**config.mk**
```make
export PLATFORM = sky130hd
export DESIGN_NAME = adc_mode_config_port
export DESIGN_NICKNAME = d
export VERILOG_FILES = /design/src/verilog/pin_sync.v /design/src/verilog/sample_formatter.v /design/src/verilog/adc_mode_config_port.v
export VERILOG_INCLUDE_DIRS = /design/src /design/src/verilog
export SDC_FILE = /design/constraint.sdc
export NUM_CORES = 1
export LEC_CHECK = 0
export BUFFER_PORTS_ARGS = -buffer_cell sky130_fd_sc_hd__buf_2
export CORE_MARGIN = 1.5
export CORE_UTILIZATION = 35
export CTS_CLUSTER_DIAMETER = 150
export DETAILED_ROUTE_END_ITERATION = 6
export SLEW_MARGIN = 20
export SYNTH_ARGS = -nofsm -noshare
export SYNTH_HDL_FRONTEND = slang
export SYNTH_SLANG_ARGS = --single-unit
```
**constraint.sdc**
```tcl
create_clock -name clk -period 3.7 [get_ports clk]
set_input_delay 0.74 -clock clk [delete_from_list [all_inputs] [get_ports clk]]
set_output_delay 0.74 -clock clk [all_outputs]
set_load 0.02 [all_outputs]
```
**src/verilog/adc_cfg_defs.vh**
```
// constants for the converter mode configuration port
`ifndef ADC_CFG_DEFS_VH
`define ADC_CFG_DEFS_VH

// serial word layout
`define WORD_BITS 5'd16
`define HEADER_BITS 5'd8
`define ADDR_WIDTH 7
`define DATA_WIDTH 8

// register offsets
`define OFS_SOFT_RESET 7'h00
`define OFS_POWER 7'h01
`define OFS_TIMING 7'h02
`define OFS_DRIVER 7'h03
`define OFS_FORMAT 7'h04

// reset values and implemented-bit masks
`define REG_RESET 8'h00
`define MASK_POWER 8'h03
`define MASK_TIMING 8'h0F
`define MASK_DRIVER 8'h7F
`define MASK_FORMAT 8'h3F

// field positions
`define SOFT_RESET_BIT 7
`define TIM_INV_BIT 3
`define TIM_DCS_BIT 0
`define DRV_TERM_BIT 3
`define DRV_TRI_BIT 2
`define FMT_ABP_BIT 2
`define FMT_SCRAMBLER_ENABLE_BIT 1
`define FMT_SIGNED_BIT 0

// field encodings
`define PWR_NORMAL 2'h0
`define PWR_NAP 2'h1
`define PWR_SLEEP 2'h3
`define FMT_CMOS_FULL 2'h0
`define FMT_LVDS_DDR 2'h1
`define FMT_CMOS_DDR 2'h2
`define TP_OFF 3'h0
`define TP_ZEROS 3'h1
`define TP_ONES 3'h3
`define TP_CHECKER 3'h5
`define TP_ALTERNATE 3'h7

// differential drive current, hundredths of a milliamp
`define DRV_CODE_3P5 10'h15E
`define DRV_CODE_4P0 10'h190
`define DRV_CODE_4P5 10'h1C2
`define DRV_CODE_3P0 10'h12C
`define DRV_CODE_2P5 10'h0FA
`define DRV_CODE_2P1 10'h0D2
`define DRV_CODE_1P75 10'h0AF
`define TERM_GAIN_NUM 14'h0010
`define TERM_GAIN_DEN 14'h000A

// sample word patterns, overrange flag in bit 12
`define PAT_CHECK_A 13'h1555
`define PAT_CHECK_B 13'h0AAA
`define PAT_ALL_ONES 13'h1FFF
`define PAT_ALL_ZEROS 13'h0000
`define ODD_BIT_MASK 12'hAAA
`define SIGN_BIT_MASK 12'h800

`endif

```
**src/verilog/pin_sync.v**
```verilog
// two-stage synchroniser for the four configuration pins
`timescale 1ns/1ps
`default_nettype none

module pin_sync (
	// clock and reset
	input wire clk,
	input wire rstn,
	// pins and their synchronised copies
	input wire [3:0] pin_in,
	output reg [3:0] pin_sync_out
);

	reg [3:0] stage1;

	// stage1 feeds only stage2, never any logic
	always @(posedge clk or negedge rstn) begin
		if (!rstn) begin
			// chip-select (bit 2) starts at its idle high level, so no frame opens at release
			stage1 <= 4'h4;
			pin_sync_out <= 4'h4;
		end else begin
			stage1 <= pin_in;
			pin_sync_out <= stage1;
		end
	end

endmodule // pin_sync

`default_nettype wire

```
**src/verilog/sample_formatter.v**
```verilog
// output word formatting: test patterns, signed format, scrambler, odd-bit inversion
`timescale 1ns/1ps
`default_nettype none
`include "adc_cfg_defs.vh"

module sample_formatter (
	// clock and reset
	input wire clk,
	input wire rstn,
	// raw sample from the core
	input wire sample_valid,
	input wire [11:0] sample_data,
	input wire sample_overrange,
	// formatting controls
	input wire [2:0] test_pattern_field,
	input wire odd_bit_invert_enable,
	input wire scrambler_enable,
	input wire signed_format_select,
	// formatted sample
	output reg [11:0] out_data,
	output reg overrange_flag
);

	reg phase;
	reg [11:0] next_data;
	reg [12:0] pattern;

	always @* begin
		next_data = sample_data;
		// odd-bit inversion forces offset binary
		if (signed_format_select && !odd_bit_invert_enable)
			next_data = next_data ^ `SIGN_BIT_MASK; // RULE22 RULE25
		if (scrambler_enable)
			next_data = {next_data[11:1] ^ {11{next_data[0]}}, next_data[0]}; // RULE23
		if (odd_bit_invert_enable)
			next_data = next_data ^ `ODD_BIT_MASK; // RULE24
		case (test_pattern_field)
			`TP_ZEROS: pattern = `PAT_ALL_ZEROS;
			`TP_ONES: pattern = `PAT_ALL_ONES;
			`TP_CHECKER: pattern = phase ? `PAT_CHECK_B : `PAT_CHECK_A;
			`TP_ALTERNATE: pattern = phase ? `PAT_ALL_ONES : `PAT_ALL_ZEROS;
			default: pattern = {sample_overrange, next_data};
		endcase
	end

	always @(posedge clk or negedge rstn) begin
		if (!rstn) begin
			phase <= 1'b0;
			out_data <= 12'h000;
			overrange_flag <= 1'b0;
		end else if (sample_valid) begin
			phase <= ~phase;
			// patterns win over every other formatting setting
			out_data <= pattern[11:0]; // RULE21 RULE26
			overrange_flag <= pattern[12];
		end
	end

endmodule // sample_formatter

`default_nettype wire

```
**src/verilog/adc_mode_config_port.v**
```verilog
// mode configuration port: pin-strap decode, serial register port and mode outputs
// Notes on behaviour
// RULE1: select pin high gives pin-strap mode; chip-select, clock, data-in become static inputs.
// RULE2: in pin-strap mode chip-select low turns duty stabilizer off, high on.
// RULE3: pin-strap clock low: full-rate CMOS; high: DDR LVDS, 3.5mA, no termination.
// RULE4: pin-strap data-in low runs normally; high puts the converter to sleep.
// RULE5: select pin low makes the four pins a serial register port.
// RULE6: transfer runs while chip-select low; only first 16 rising clock edges sample.
// RULE7: word is read/write flag, seven address bits, eight data bits, MSB first.
// RULE8: flag zero writes the data bits into the addressed register.
// RULE9: flag one reads the register out, leaves it unchanged, ignores data-in.
// RULE10: data-out is open-drain, only pulls low, never drives high.
// RULE11: writing one to bit 7 at address 0 clears all registers; bit self-clears.
// RULE12: host's first command after power-up must be the software reset write.
// RULE13: power field: 00 normal, 01 nap, 11 sleep, 10 unused.
// RULE14: timing bit 3 inverts output clock, bit 0 enables duty stabilizer.
// RULE15: timing bits 2-1 delay output clock 0, 45, 90 or 135 degrees.
// RULE16: host must enable duty stabilizer whenever it sets a non-zero clock delay.
// RULE17: drive field bits 6-4 pick LVDS current; code 011 unused.
// RULE18: termination bit enables internal termination and scales current by 1.6.
// RULE19: output-mode bit 2 puts all digital outputs in high impedance.
// RULE20: format field: 00 full-rate CMOS, 01 DDR LVDS, 10 DDR CMOS.
// RULE21: test field: 000 off, 001 zeros, 011 ones, 101 checker, 111 alternating.
// RULE22: format bit 2 odd-bit invert, bit 1 scrambler, bit 0 two's complement.
// RULE23: scrambler XORs every data bit above the LSB with the LSB.
// RULE24: odd-bit invert flips D1 to D11; even bits and flag untouched.
// RULE25: with odd-bit invert on, output stays offset binary.
// RULE26: an active test pattern overrides all other formatting settings.
// RULE27: read data leaves MSB first during the last eight clock periods.
`timescale 1ns/1ps
`default_nettype none
`include "adc_cfg_defs.vh"

module adc_mode_config_port (
	// clock and reset
	input wire clk,
	input wire rstn,
	// configuration pins
	input wire config_interface_select,
	input wire cs_n,
	input wire sck,
	input wire sdi,
	// open-drain data-out
	output reg sdo_out,
	output reg sdo_oe,
	// raw sample from the converter core
	input wire sample_valid,
	input wire [11:0] sample_data,
	input wire sample_overrange,
	// formatted sample
	output wire [11:0] out_data,
	output wire overrange_flag,
	// effective modes
	output reg [1:0] power_state_field,
	output reg output_clock_polarity_invert,
	output reg [1:0] output_clock_delay_field,
	output reg duty_stabilizer_enable,
	output reg [2:0] diff_drive_current_field,
	output reg internal_termination_enable,
	output reg [9:0] drive_current_centi_ma,
	output reg output_tristate,
	output reg [1:0] output_format_field,
	output reg [2:0] test_pattern_field,
	output reg odd_bit_invert_enable,
	output reg scrambler_enable,
	output reg signed_format_select,
	output reg strap_mode
);

	////////////////////////////////////////////////////////////////////////////
	// serial engine states

	localparam [1:0] ST_IDLE = 2'h0;
	localparam [1:0] ST_SHIFT = 2'h1;
	localparam [1:0] ST_HOLD = 2'h2;

	////////////////////////////////////////////////////////////////////////////
	// declarations

	wire [3:0] synced;
	wire sel_s;
	wire cs_n_s;
	wire sck_s;
	wire sdi_s;
	reg sck_d;
	wire sck_rise;
	wire sck_fall;

	reg [1:0] state;
	reg [1:0] next_state;
	reg [4:0] bit_count;
	reg [15:0] shift_in;
	reg [7:0] read_shift;
	reg read_active;

	reg [7:0] reg_power;
	reg [7:0] reg_timing;
	reg [7:0] reg_driver;
	reg [7:0] reg_format;

	wire [6:0] word_addr;
	wire [7:0] word_data;
	wire word_is_read;
	wire commit;

	reg [7:0] cfg_power;
	reg [7:0] cfg_timing;
	reg [7:0] cfg_driver;
	reg [7:0] cfg_format;

	////////////////////////////////////////////////////////////////////////////
	// functions

	// register readback; reset register and unmapped offsets read zero
	function [7:0] read_value;
		input [6:0] addr;
		input [7:0] p;
		input [7:0] t;
		input [7:0] d;
		input [7:0] f;
		begin
			case (addr)
				`OFS_POWER: read_value = p & `MASK_POWER;
				`OFS_TIMING: read_value = t & `MASK_TIMING;
				`OFS_DRIVER: read_value = d & `MASK_DRIVER;
				`OFS_FORMAT: read_value = f & `MASK_FORMAT;
				default: read_value = `REG_RESET;
			endcase
		end
	endfunction

	// differential current in hundredths of a mA, 1.6x with termination
	function [9:0] drive_current;
		input [2:0] code;
		input term;
		reg [9:0] base;
		reg [13:0] scaled;
		begin
			case (code)
				3'h0: base = `DRV_CODE_3P5;
				3'h1: base = `DRV_CODE_4P0;
				3'h2: base = `DRV_CODE_4P5;
				3'h4: base = `DRV_CODE_3P0;
				3'h5: base = `DRV_CODE_2P5;
				3'h6: base = `DRV_CODE_2P1;
				3'h7: base = `DRV_CODE_1P75;
				default: base = 10'h000; // RULE17
			endcase
			scaled = ({4'h0, base} * `TERM_GAIN_NUM) / `TERM_GAIN_DEN;
			drive_current = term ? scaled[9:0] : base; // RULE18
		end
	endfunction

	////////////////////////////////////////////////////////////////////////////
	// pin synchronisers and clock edges

	pin_sync u_pin_sync (
		.clk(clk),
		.rstn(rstn),
		.pin_in({config_interface_select, cs_n, sck, sdi}),
		.pin_sync_out(synced)
	);

	assign sel_s = synced[3];
	assign cs_n_s = synced[2];
	assign sck_s = synced[1];
	assign sdi_s = synced[0];

	always @(posedge clk or negedge rstn) begin
		if (!rstn)
			sck_d <= 1'b0;
		else
			sck_d <= sck_s;
	end

	assign sck_rise = sck_s & ~sck_d;
	assign sck_fall = ~sck_s & sck_d;

	////////////////////////////////////////////////////////////////////////////
	// serial word framing

	// word as shifted in: flag, address, data
	assign word_is_read = shift_in[15]; // RULE7
	assign word_addr = shift_in[14:8];
	assign word_data = shift_in[7:0];
	// a write takes effect when chip-select rises after a full word
	assign commit = (state != ST_IDLE) && cs_n_s && (bit_count == `WORD_BITS) && !word_is_read;

	always @* begin
		next_state = state;
		case (state)
			ST_IDLE:
				if (!sel_s && !cs_n_s)
					next_state = ST_SHIFT; // RULE5 RULE6
			ST_SHIFT:
				if (cs_n_s || sel_s)
					next_state = ST_IDLE;
				else if (sck_rise && bit_count == `WORD_BITS - 5'd1)
					next_state = ST_HOLD;
			ST_HOLD:
				if (cs_n_s || sel_s)
					next_state = ST_IDLE;
			default:
				next_state = ST_IDLE;
		endcase
	end

	always @(posedge clk or negedge rstn) begin
		if (!rstn) begin
			state <= ST_IDLE;
			bit_count <= 5'h00;
			shift_in <= 16'h0000;
		end else begin
			state <= next_state;
			if (state == ST_IDLE) begin
				bit_count <= 5'h00;
			end else if (state == ST_SHIFT && sck_rise) begin
				// edges past the sixteenth land in ST_HOLD and are ignored
				shift_in <= {shift_in[14:0], sdi_s}; // RULE6
				bit_count <= bit_count + 5'd1;
			end
		end
	end

	////////////////////////////////////////////////////////////////////////////
	// readback on the open-drain data-out

	always @(posedge clk or negedge rstn) begin
		if (!rstn) begin
			read_active <= 1'b0;
			read_shift <= 8'h00;
			sdo_out <= 1'b0;
			sdo_oe <= 1'b0;
		end else begin
			// the pin is only ever pulled low
			sdo_out <= 1'b0; // RULE10
			if (next_state == ST_IDLE) begin
				read_active <= 1'b0;
				sdo_oe <= 1'b0;
			end else if (state == ST_SHIFT && sck_rise && bit_count == `HEADER_BITS - 5'd1) begin
				// header complete on this edge; data-in bits that follow are ignored
				read_active <= shift_in[6]; // RULE9
				read_shift <= read_value({shift_in[5:0], sdi_s}, reg_power, reg_timing, reg_driver, reg_format);
			end else if (read_active && sck_fall && bit_count >= `HEADER_BITS && bit_count < `WORD_BITS) begin
				// change on the falling edge so the host samples a settled level
				sdo_oe <= ~read_shift[7]; // RULE27 RULE10
				read_shift <= {read_shift[6:0], 1'b0};
			end
		end
	end

	////////////////////////////////////////////////////////////////////////////
	// mode-control registers

	always @(posedge clk or negedge rstn) begin
		if (!rstn) begin
			reg_power <= `REG_RESET;
			reg_timing <= `REG_RESET;
			reg_driver <= `REG_RESET;
			reg_format <= `REG_RESET;
		end else if (commit) begin
			case (word_addr) // RULE8
				`OFS_SOFT_RESET:
					// reset bit is not stored, so it reads and stays zero
					if (word_data[`SOFT_RESET_BIT]) begin
						reg_power <= `REG_RESET; // RULE11
						reg_timing <= `REG_RESET;
						reg_driver <= `REG_RESET;
						reg_format <= `REG_RESET;
					end
				`OFS_POWER: reg_power <= word_data & `MASK_POWER;
				`OFS_TIMING: reg_timing <= word_data & `MASK_TIMING;
				`OFS_DRIVER: reg_driver <= word_data & `MASK_DRIVER;
				`OFS_FORMAT: reg_format <= word_data & `MASK_FORMAT;
				default: ;
			endcase
		end
	end

	////////////////////////////////////////////////////////////////////////////
	// effective configuration: pin straps or registers

	always @* begin
		cfg_power = reg_power;
		cfg_timing = reg_timing;
		cfg_driver = reg_driver;
		cfg_format = reg_format;
		if (sel_s) begin
			// straps reach only stabilizer, output mode and sleep
			cfg_timing = {7'h00, cs_n_s}; // RULE1 RULE2
			cfg_driver = {6'h00, sck_s ? `FMT_LVDS_DDR : `FMT_CMOS_FULL}; // RULE3
			cfg_power = {6'h00, sdi_s ? `PWR_SLEEP : `PWR_NORMAL}; // RULE4
			cfg_format = `REG_RESET;
		end
	end

	always @(posedge clk or negedge rstn) begin
		if (!rstn) begin
			power_state_field <= `PWR_NORMAL;
			output_clock_polarity_invert <= 1'b0;
			output_clock_delay_field <= 2'h0;
			duty_stabilizer_enable <= 1'b0;
			diff_drive_current_field <= 3'h0;
			internal_termination_enable <= 1'b0;
			drive_current_centi_ma <= `DRV_CODE_3P5;
			output_tristate <= 1'b0;
			output_format_field <= `FMT_CMOS_FULL;
			test_pattern_field <= `TP_OFF;
			odd_bit_invert_enable <= 1'b0;
			scrambler_enable <= 1'b0;
			signed_format_select <= 1'b0;
			strap_mode <= 1'b0;
		end else begin
			// unused code 10 is passed through unchanged
			power_state_field <= cfg_power[1:0]; // RULE13
			output_clock_polarity_invert <= cfg_timing[`TIM_INV_BIT]; // RULE14
			output_clock_delay_field <= cfg_timing[2:1]; // RULE15
			duty_stabilizer_enable <= cfg_timing[`TIM_DCS_BIT]; // RULE14
			diff_drive_current_field <= cfg_driver[6:4]; // RULE17
			internal_termination_enable <= cfg_driver[`DRV_TERM_BIT]; // RULE18
			drive_current_centi_ma <= drive_current(cfg_driver[6:4], cfg_driver[`DRV_TERM_BIT]); // RULE18
			output_tristate <= cfg_driver[`DRV_TRI_BIT]; // RULE19
			output_format_field <= cfg_driver[1:0]; // RULE20
			test_pattern_field <= cfg_format[5:3]; // RULE21
			odd_bit_invert_enable <= cfg_format[`FMT_ABP_BIT]; // RULE22
			scrambler_enable <= cfg_format[`FMT_SCRAMBLER_ENABLE_BIT]; // RULE22
			signed_format_select <= cfg_format[`FMT_SIGNED_BIT]; // RULE22
			strap_mode <= sel_s; // RULE1 RULE5
		end
	end

	////////////////////////////////////////////////////////////////////////////
	// output word formatting

	sample_formatter u_sample_formatter (
		.clk(clk),
		.rstn(rstn),
		.sample_valid(sample_valid),
		.sample_data(sample_data),
		.sample_overrange(sample_overrange),
		.test_pattern_field(test_pattern_field),
		.odd_bit_invert_enable(odd_bit_invert_enable),
		.scrambler_enable(scrambler_enable),
		.signed_format_select(signed_format_select),
		.out_data(out_data),
		.overrange_flag(overrange_flag)
	);

endmodule // adc_mode_config_port

`default_nettype wire

```
# Word-level counts from Yosys, hierarchy flattened
# Index checks and enable logic that the tools add are counted.
# totals
ff_bits	105
# op_classes
n_lt_le_gt_ge	2
n_bitwise	11
n_eq_ne	25
add_sub_neg	1
div	1
mux	34
n_reduce_logical	36
# op_table
cell	count
case mux 9 bit (7 select lines)	1
case mux 13 bit (4 select lines)	1
two-way mux 12 bit	3
equality test 7 x 2 -> 1 bit (second input constant)	4
case mux 7 bit (4 select lines)	1
two-way mux 13 bit	2
equality test 3 bit (second input constant)	6
nonzero test 2 bit	9
two-way mux 8 bit	2
divider 14 x 4 -> 14 bit (second input constant)	1
equality test 7 x 1 -> 1 bit (second input constant)	2
equality test 7 x 3 -> 1 bit (second input constant)	2
two-way mux 7 bit	2
case mux 7 bit (2 select lines)	1
two-way mux 2 bit	6
case mux 6 bit (2 select lines)	1
AND reduction 3 bit	4
logical AND 1 bit	11
XOR 11 bit	1
two-way mux 10 bit	1
two-way mux 5 bit	2
case mux 4 bit (2 select lines)	1
zero test 7 bit	1
inverter 1 bit	7
other kinds (23)	38

# Logic depth before layout (Yosys ltp)
# logic_depth
ltp_word	9
ltp_mapped	6
depth_no_buf	6

# Hierarchy
# From an unflattened synthesis, not the netlist that was laid out.
# unflattened
cells_unflattened	449
area_unflattened_um2	4815.9
# by_module_without_submodules
mod	cells_per_inst	n_inst	area_per_inst_um2
adc_mode_config_port	360	1	3748.6
sample_formatter	81	1	864.6
pin_sync	8	1	202.7

# Worst setup path after synthesis
# No wires, ideal clock.
# synth_path
path_type	flip-flop to flip-flop
start	reg u_pin_sync.pin_sync_out[2]
end	reg reg_timing[1]
slack_ps	1860
path_stages_with_launch	5
arrival_time_ps	1719
synth_period_minus_slack_ps	1840
setup_ps	121
t_required_ps	3579
cell_sequence	dfstp_2 nor4b_4 nand4_2 or4_4 a22o_1
# synth_between
elab_chain_cells	4
# synth_rtl
item	line	source
from (decl)	pin_sync.v:11	output reg [3:0] pin_sync_out
from (signal assigned)	pin_sync.v:24	pin_sync_out <= stage1;
logical AND 1 bit (3 in a row)	adc_mode_config_port.v:187	assign commit = (state != ST_IDLE) && cs_n_s && (bit_count == `WORD_BITS) && !word_is_read;
AND reduction 3 bit (no source line)	--	
to (signal assigned)	adc_mode_config_port.v:258	reg_timing <= `REG_RESET;
to (signal assigned)	adc_mode_config_port.v:267	reg_timing <= `REG_RESET;
to (signal assigned)	adc_mode_config_port.v:272	`OFS_TIMING: reg_timing <= word_data & `MASK_TIMING;
to (decl)	adc_mode_config_port.v:97	reg [7:0] reg_timing;
# No other way between the ends.
# A chain may end at the register's enable or synchronous reset.

# Worst setup path after layout
# layout_path
start	reg u_pin_sync.pin_sync_out[3]
end	reg read_shift[5]
# layout_between
elab_chain_cells	7
word_cells_on_any_way	10
classes_between	4 x mux; 1 x bitwise; 5 x reduce/logical
# layout_rtl
item	line	source
zero test 1 bit	adc_mode_config_port.v:193	if (!sel_s && !cs_n_s)
logical AND 1 bit	adc_mode_config_port.v:193	
two-way mux 2 bit	adc_mode_config_port.v:193	
case mux 2 bit (3 select lines) *	adc_mode_config_port.v:191	case (state)
zero test 2 bit *	adc_mode_config_port.v:237	if (next_state == ST_IDLE) begin
inverter 1 bit (no source line) *	--	
AND reduction 2 bit (no source line) *	--	
to (signal assigned)	adc_mode_config_port.v:243	read_shift <= read_value({shift_in[5:0], sdi_s}, reg_power, reg_timing, reg_driver, reg_format);
to (signal assigned)	adc_mode_config_port.v:247	read_shift <= {read_shift[6:0], 1'b0};
to (decl)	adc_mode_config_port.v:93	reg [7:0] read_shift;
# Every way passes the cells marked *; elsewhere a longest branch is shown, timed or not.

==> impl_metrics.json <==
{
  "grt_pass1_vias": 3331,
  "hold_path_class": "input pin to asynchronous set/reset pin",
  "switching_share": 0.2446,
  "synth.ff_latch_count": 105,
  "grt.total_usage": 0.1453,
  "grt_overflow": 0,
  "crit_cells": 3,
  "final_cell_count_no_fill": 684,
  "via_per_inst": 4.988,
  "start_kind": "register",
  "max_slew_margin": 0.4186,
  "maxCapViolCount": 0,
  "clockBufferDepth": 2,
  "post_cts_buffers": 0,
  "critical_path_required_ps": 3930,
  "drive_above_1_share": 0.2343,
  "finalSetupTns_ps": 0,
  "io_pins": 65,
  "grt_max_degree": 80,
  "fin_nets": 528,
  "period_share": 0.5960,
  "drtIter0Drc": 162,
  "yosysWarningCount": 0,
  "clock_latency_ps": 340,
  "cts_hold_buf": 0,
  "rrSetupSlack_ps": 1490,
  "vias": 3412,
  "dr.pass1.iters": 4,
  "cts_tree": "built",
  "crit_path_end": "read_shift[5]$_DFFE_PN0P_",
  "peakVddDrop_mv": 0.2433,
  "rsz0062_at_grt": "false",
  "die_x_um": 120.8,
  "seq_area_frac_synth": 0.5433,
  "critical_path.startpoint": "u_pin_sync.pin_sync_out[3]$_DFF_PN0_",
  "async_flop_share": 1.000,
  "critical_path_class": "register to register",
  "critPathCaptureType": "register",
  "crit_buf_inv": 0,
  "antenna_found_initial": 0,
  "cp_top_family": "compound AO/OA/AOI/OAI gates",
  "setup_viol": 0,
  "drc": 0,
  "rows": 42,
  "place_hpwl_um": 6952,
  "finalHoldViolations": 0,
  "p_total_mw": 2.399,
  "io_buffers": 63,
  "gpl.final_weighted_congestion": 0.8004,
  "grt_pass1_wl_um": 16720,
  "syn_area_um2": 4855,
  "yosysTopAreaCellShare": 0.5000,
  "wire_per_inst_um": 14.49,
  "cp_max_fo": 27,
  "cts_root_buf": "clkbuf_16",
  "num_antenna_cells": 0,
  "synth_edf_count": 0,
  "status": "finished clean",
  "p_leak_nw": 2.716,
  "rr_startpoint": "u_pin_sync.pin_sync_out[3]$_DFF_PN0_",
  "ys.flop_type": "dfrtp_1",
  "synthCells": 450,
  "numCtsBuffers": 9,
  "start_util": 0.3623,
  "p_int_mw": 1.813,
  "cpPeakStageDelay_ps": 700,
  "h-tree-depth": 3,
  "fin_crit_ps": 2205,
  "cts.sinks": 105,
  "ys_top_cells_by_count": "dfrtp_1, nand2_1, nor2_1",
  "synth_area_leaders": "dfrtp_1, nand2_1, dfstp_2",
  "routed_wl_um": 9914,
  "p_comb_frac": 0.072,
  "reg2reg_depth": 3,
  "ys_types": 63,
  "fmax_mhz": 453.4,
  "area_growth_pct": 16.42,
  "syn_area_per_cell_um2": 10.79,
  "cts.clk_slew.worst_paths_ps": 70,
  "yosys.area.top_type": "dfrtp_1",
  "power.density_nw_per_um2": 424.6,
  "die_h_um": 120.8,
  "slowest_stage": "dfrtp_1",
  "clockPowerShare": 0.407,
  "yosysMostFrequentCell": "dfrtp_1",
  "r2r-end": "read_shift[5]$_DFFE_PN0P_",
  "switching_power_uw": 586.9,
  "finClkSkew_ps": 9.179,
  "ant_nets": 0,
  "sequentialPowerShare": 0.521,
  "worstMarginPinSlew_ps": 872.0,
  "crit_arrival_ps": 2440,
  "crit_path_cell_trace": "a211oi_2 > o21ai_1 > a211o_1",
  "core_region_area_um2": 13400,
  "place_inst": 667,
  "drv_slew": 0,
  "cts_resized": 0,
  "die-area_um2": 14590
}
==> placed cells by master, fill, tap and decap left out, types with 5 or more instances in the layout <==
cell / netlist / routed
xnor2_1: 6 / 6
ha_1: 5 / 5
inv_1: 19 / 19
a21oi_1: 10 / 10
dfstp_2: 8 / 8
a22o_1: 6 / 6
a31o_2: 10 / 10
o22a_1: 12 / 12
o21ai_0: 16 / 16
buf_2: 3 / 62
dfrtp_1: 97 / 97
xnor3_1: 6 / 6
clkbuf_16: 0 / 9
nor2_1: 32 / 32
mux2i_1: 17 / 17
nand2_1: 78 / 78
nor2b_1: 18 / 18
mux2_2: 5 / 5
==> state kept, by name, summed over array words and instances (netlist names), 2 cells and up <==
| name | count |
|---|---|
| u_pin_sync.stage1 | 4 |
| reg_timing | 4 |
| drive_current_centi_ma | 10 |
| reg_format | 6 |
| u_pin_sync.pin_sync_out | 4 |
| diff_drive_current_field | 3 |
| power_state_field | 2 |
| shift_in | 16 |
| state | 2 |
| output_clock_delay_field | 2 |
| reg_driver | 7 |
| reg_power | 2 |
| bit_count | 5 |
| test_pattern_field | 3 |
| output_format_field | 2 |
| u_sample_formatter.out_data | 12 |
| read_shift | 8 |
==> per-layer routing <==
metal / track usage / wire length [um]
met5: 0 / 0
met4: 0.03750 / 76
met3: 0.03585 / 488
met2: 0.2340 / 4684
met1: 0.1966 / 4664
==> worst register-to-register path, cell delays in order (launching register included) <==
cell	delay, ps
dfrtp_1	700
a211oi_2	670
o21ai_1	360
a211o_1	360
==> cells by family (layout without fill, tap and decap cells) <==
group,Yosys count,count (layout),synth area share
flip-flops,105,105,0.5433
buffers and inverters,47,103,0.03840
adder cells (fa/ha/maj),6,6,0.01495
AND/OR/NAND/NOR,171,171,0.1838
AO/OA/AOI/OAI,83,83,0.1291
XOR/XNOR,14,14,0.04227
other,2,4,0.001547
multiplexers,22,22,0.04665
==> cell type report <==
class | count | area (um^2)
tap | 176 | 220.2
fill | 1312 | 7749
sequential | 105 | 2638
clock buffer | 10 | 239.0
inverter | 20 | 75.07
multi-input combinational | 300 | 2038
clock inverter | 6 | 73.82
timing repair buffer | 67 | 367.9
==> worst min path at each step <==
stage	start	to	slack, ps
final	rstn	u_sample_formatter.out_data[7]$_DFFE_PN0P_	320
after global routing	rstn	u_sample_formatter.out_data[7]$_DFFE_PN0P_	340
after CTS	u_pin_sync.stage1[3]$_DFF_PN0_	u_pin_sync.pin_sync_out[3]$_DFF_PN0_	340
after detailed placement	u_pin_sync.stage1[1]$_DFF_PN0_	u_pin_sync.pin_sync_out[1]$_DFF_PN0_	330
after global placement	u_pin_sync.stage1[1]$_DFF_PN0_	u_pin_sync.pin_sync_out[1]$_DFF_PN0_	340
after floorplan	u_pin_sync.stage1[0]$_DFF_PN0_	u_pin_sync.pin_sync_out[0]$_DFF_PN0_	330
==> stage by stage <==
stage	area (um^2)	setup slack [ps]	utilization	hold WS [ps]
3_5_place_dp	5311	1542	0.3964	334.7
4_1_cts	5624	1521	0.4197	339.1
2_1_floorplan	4862	1860	-	331.2
6_report	5652	1495	0.4218	319.1
5_1_grt	5652	1245	0.4218	339.9
3_3_place_gp	5311	1625	0.3964	338.3
==> power by group through the flow <==
stage / logic [mW] / clock network (mW) / registers, mW
final: 0.173 / 0.977 / 1.25
after global routing: 0.192 / 1.06 / 1.26
after CTS: 0.173 / 1.01 / 1.25
after global placement: 0.169 / 0 / 1.27
after detailed placement: 0.172 / 0 / 1.27
after floorplan: 0.109 / 0 / 1.26
(Power assumes the default switching activity.)
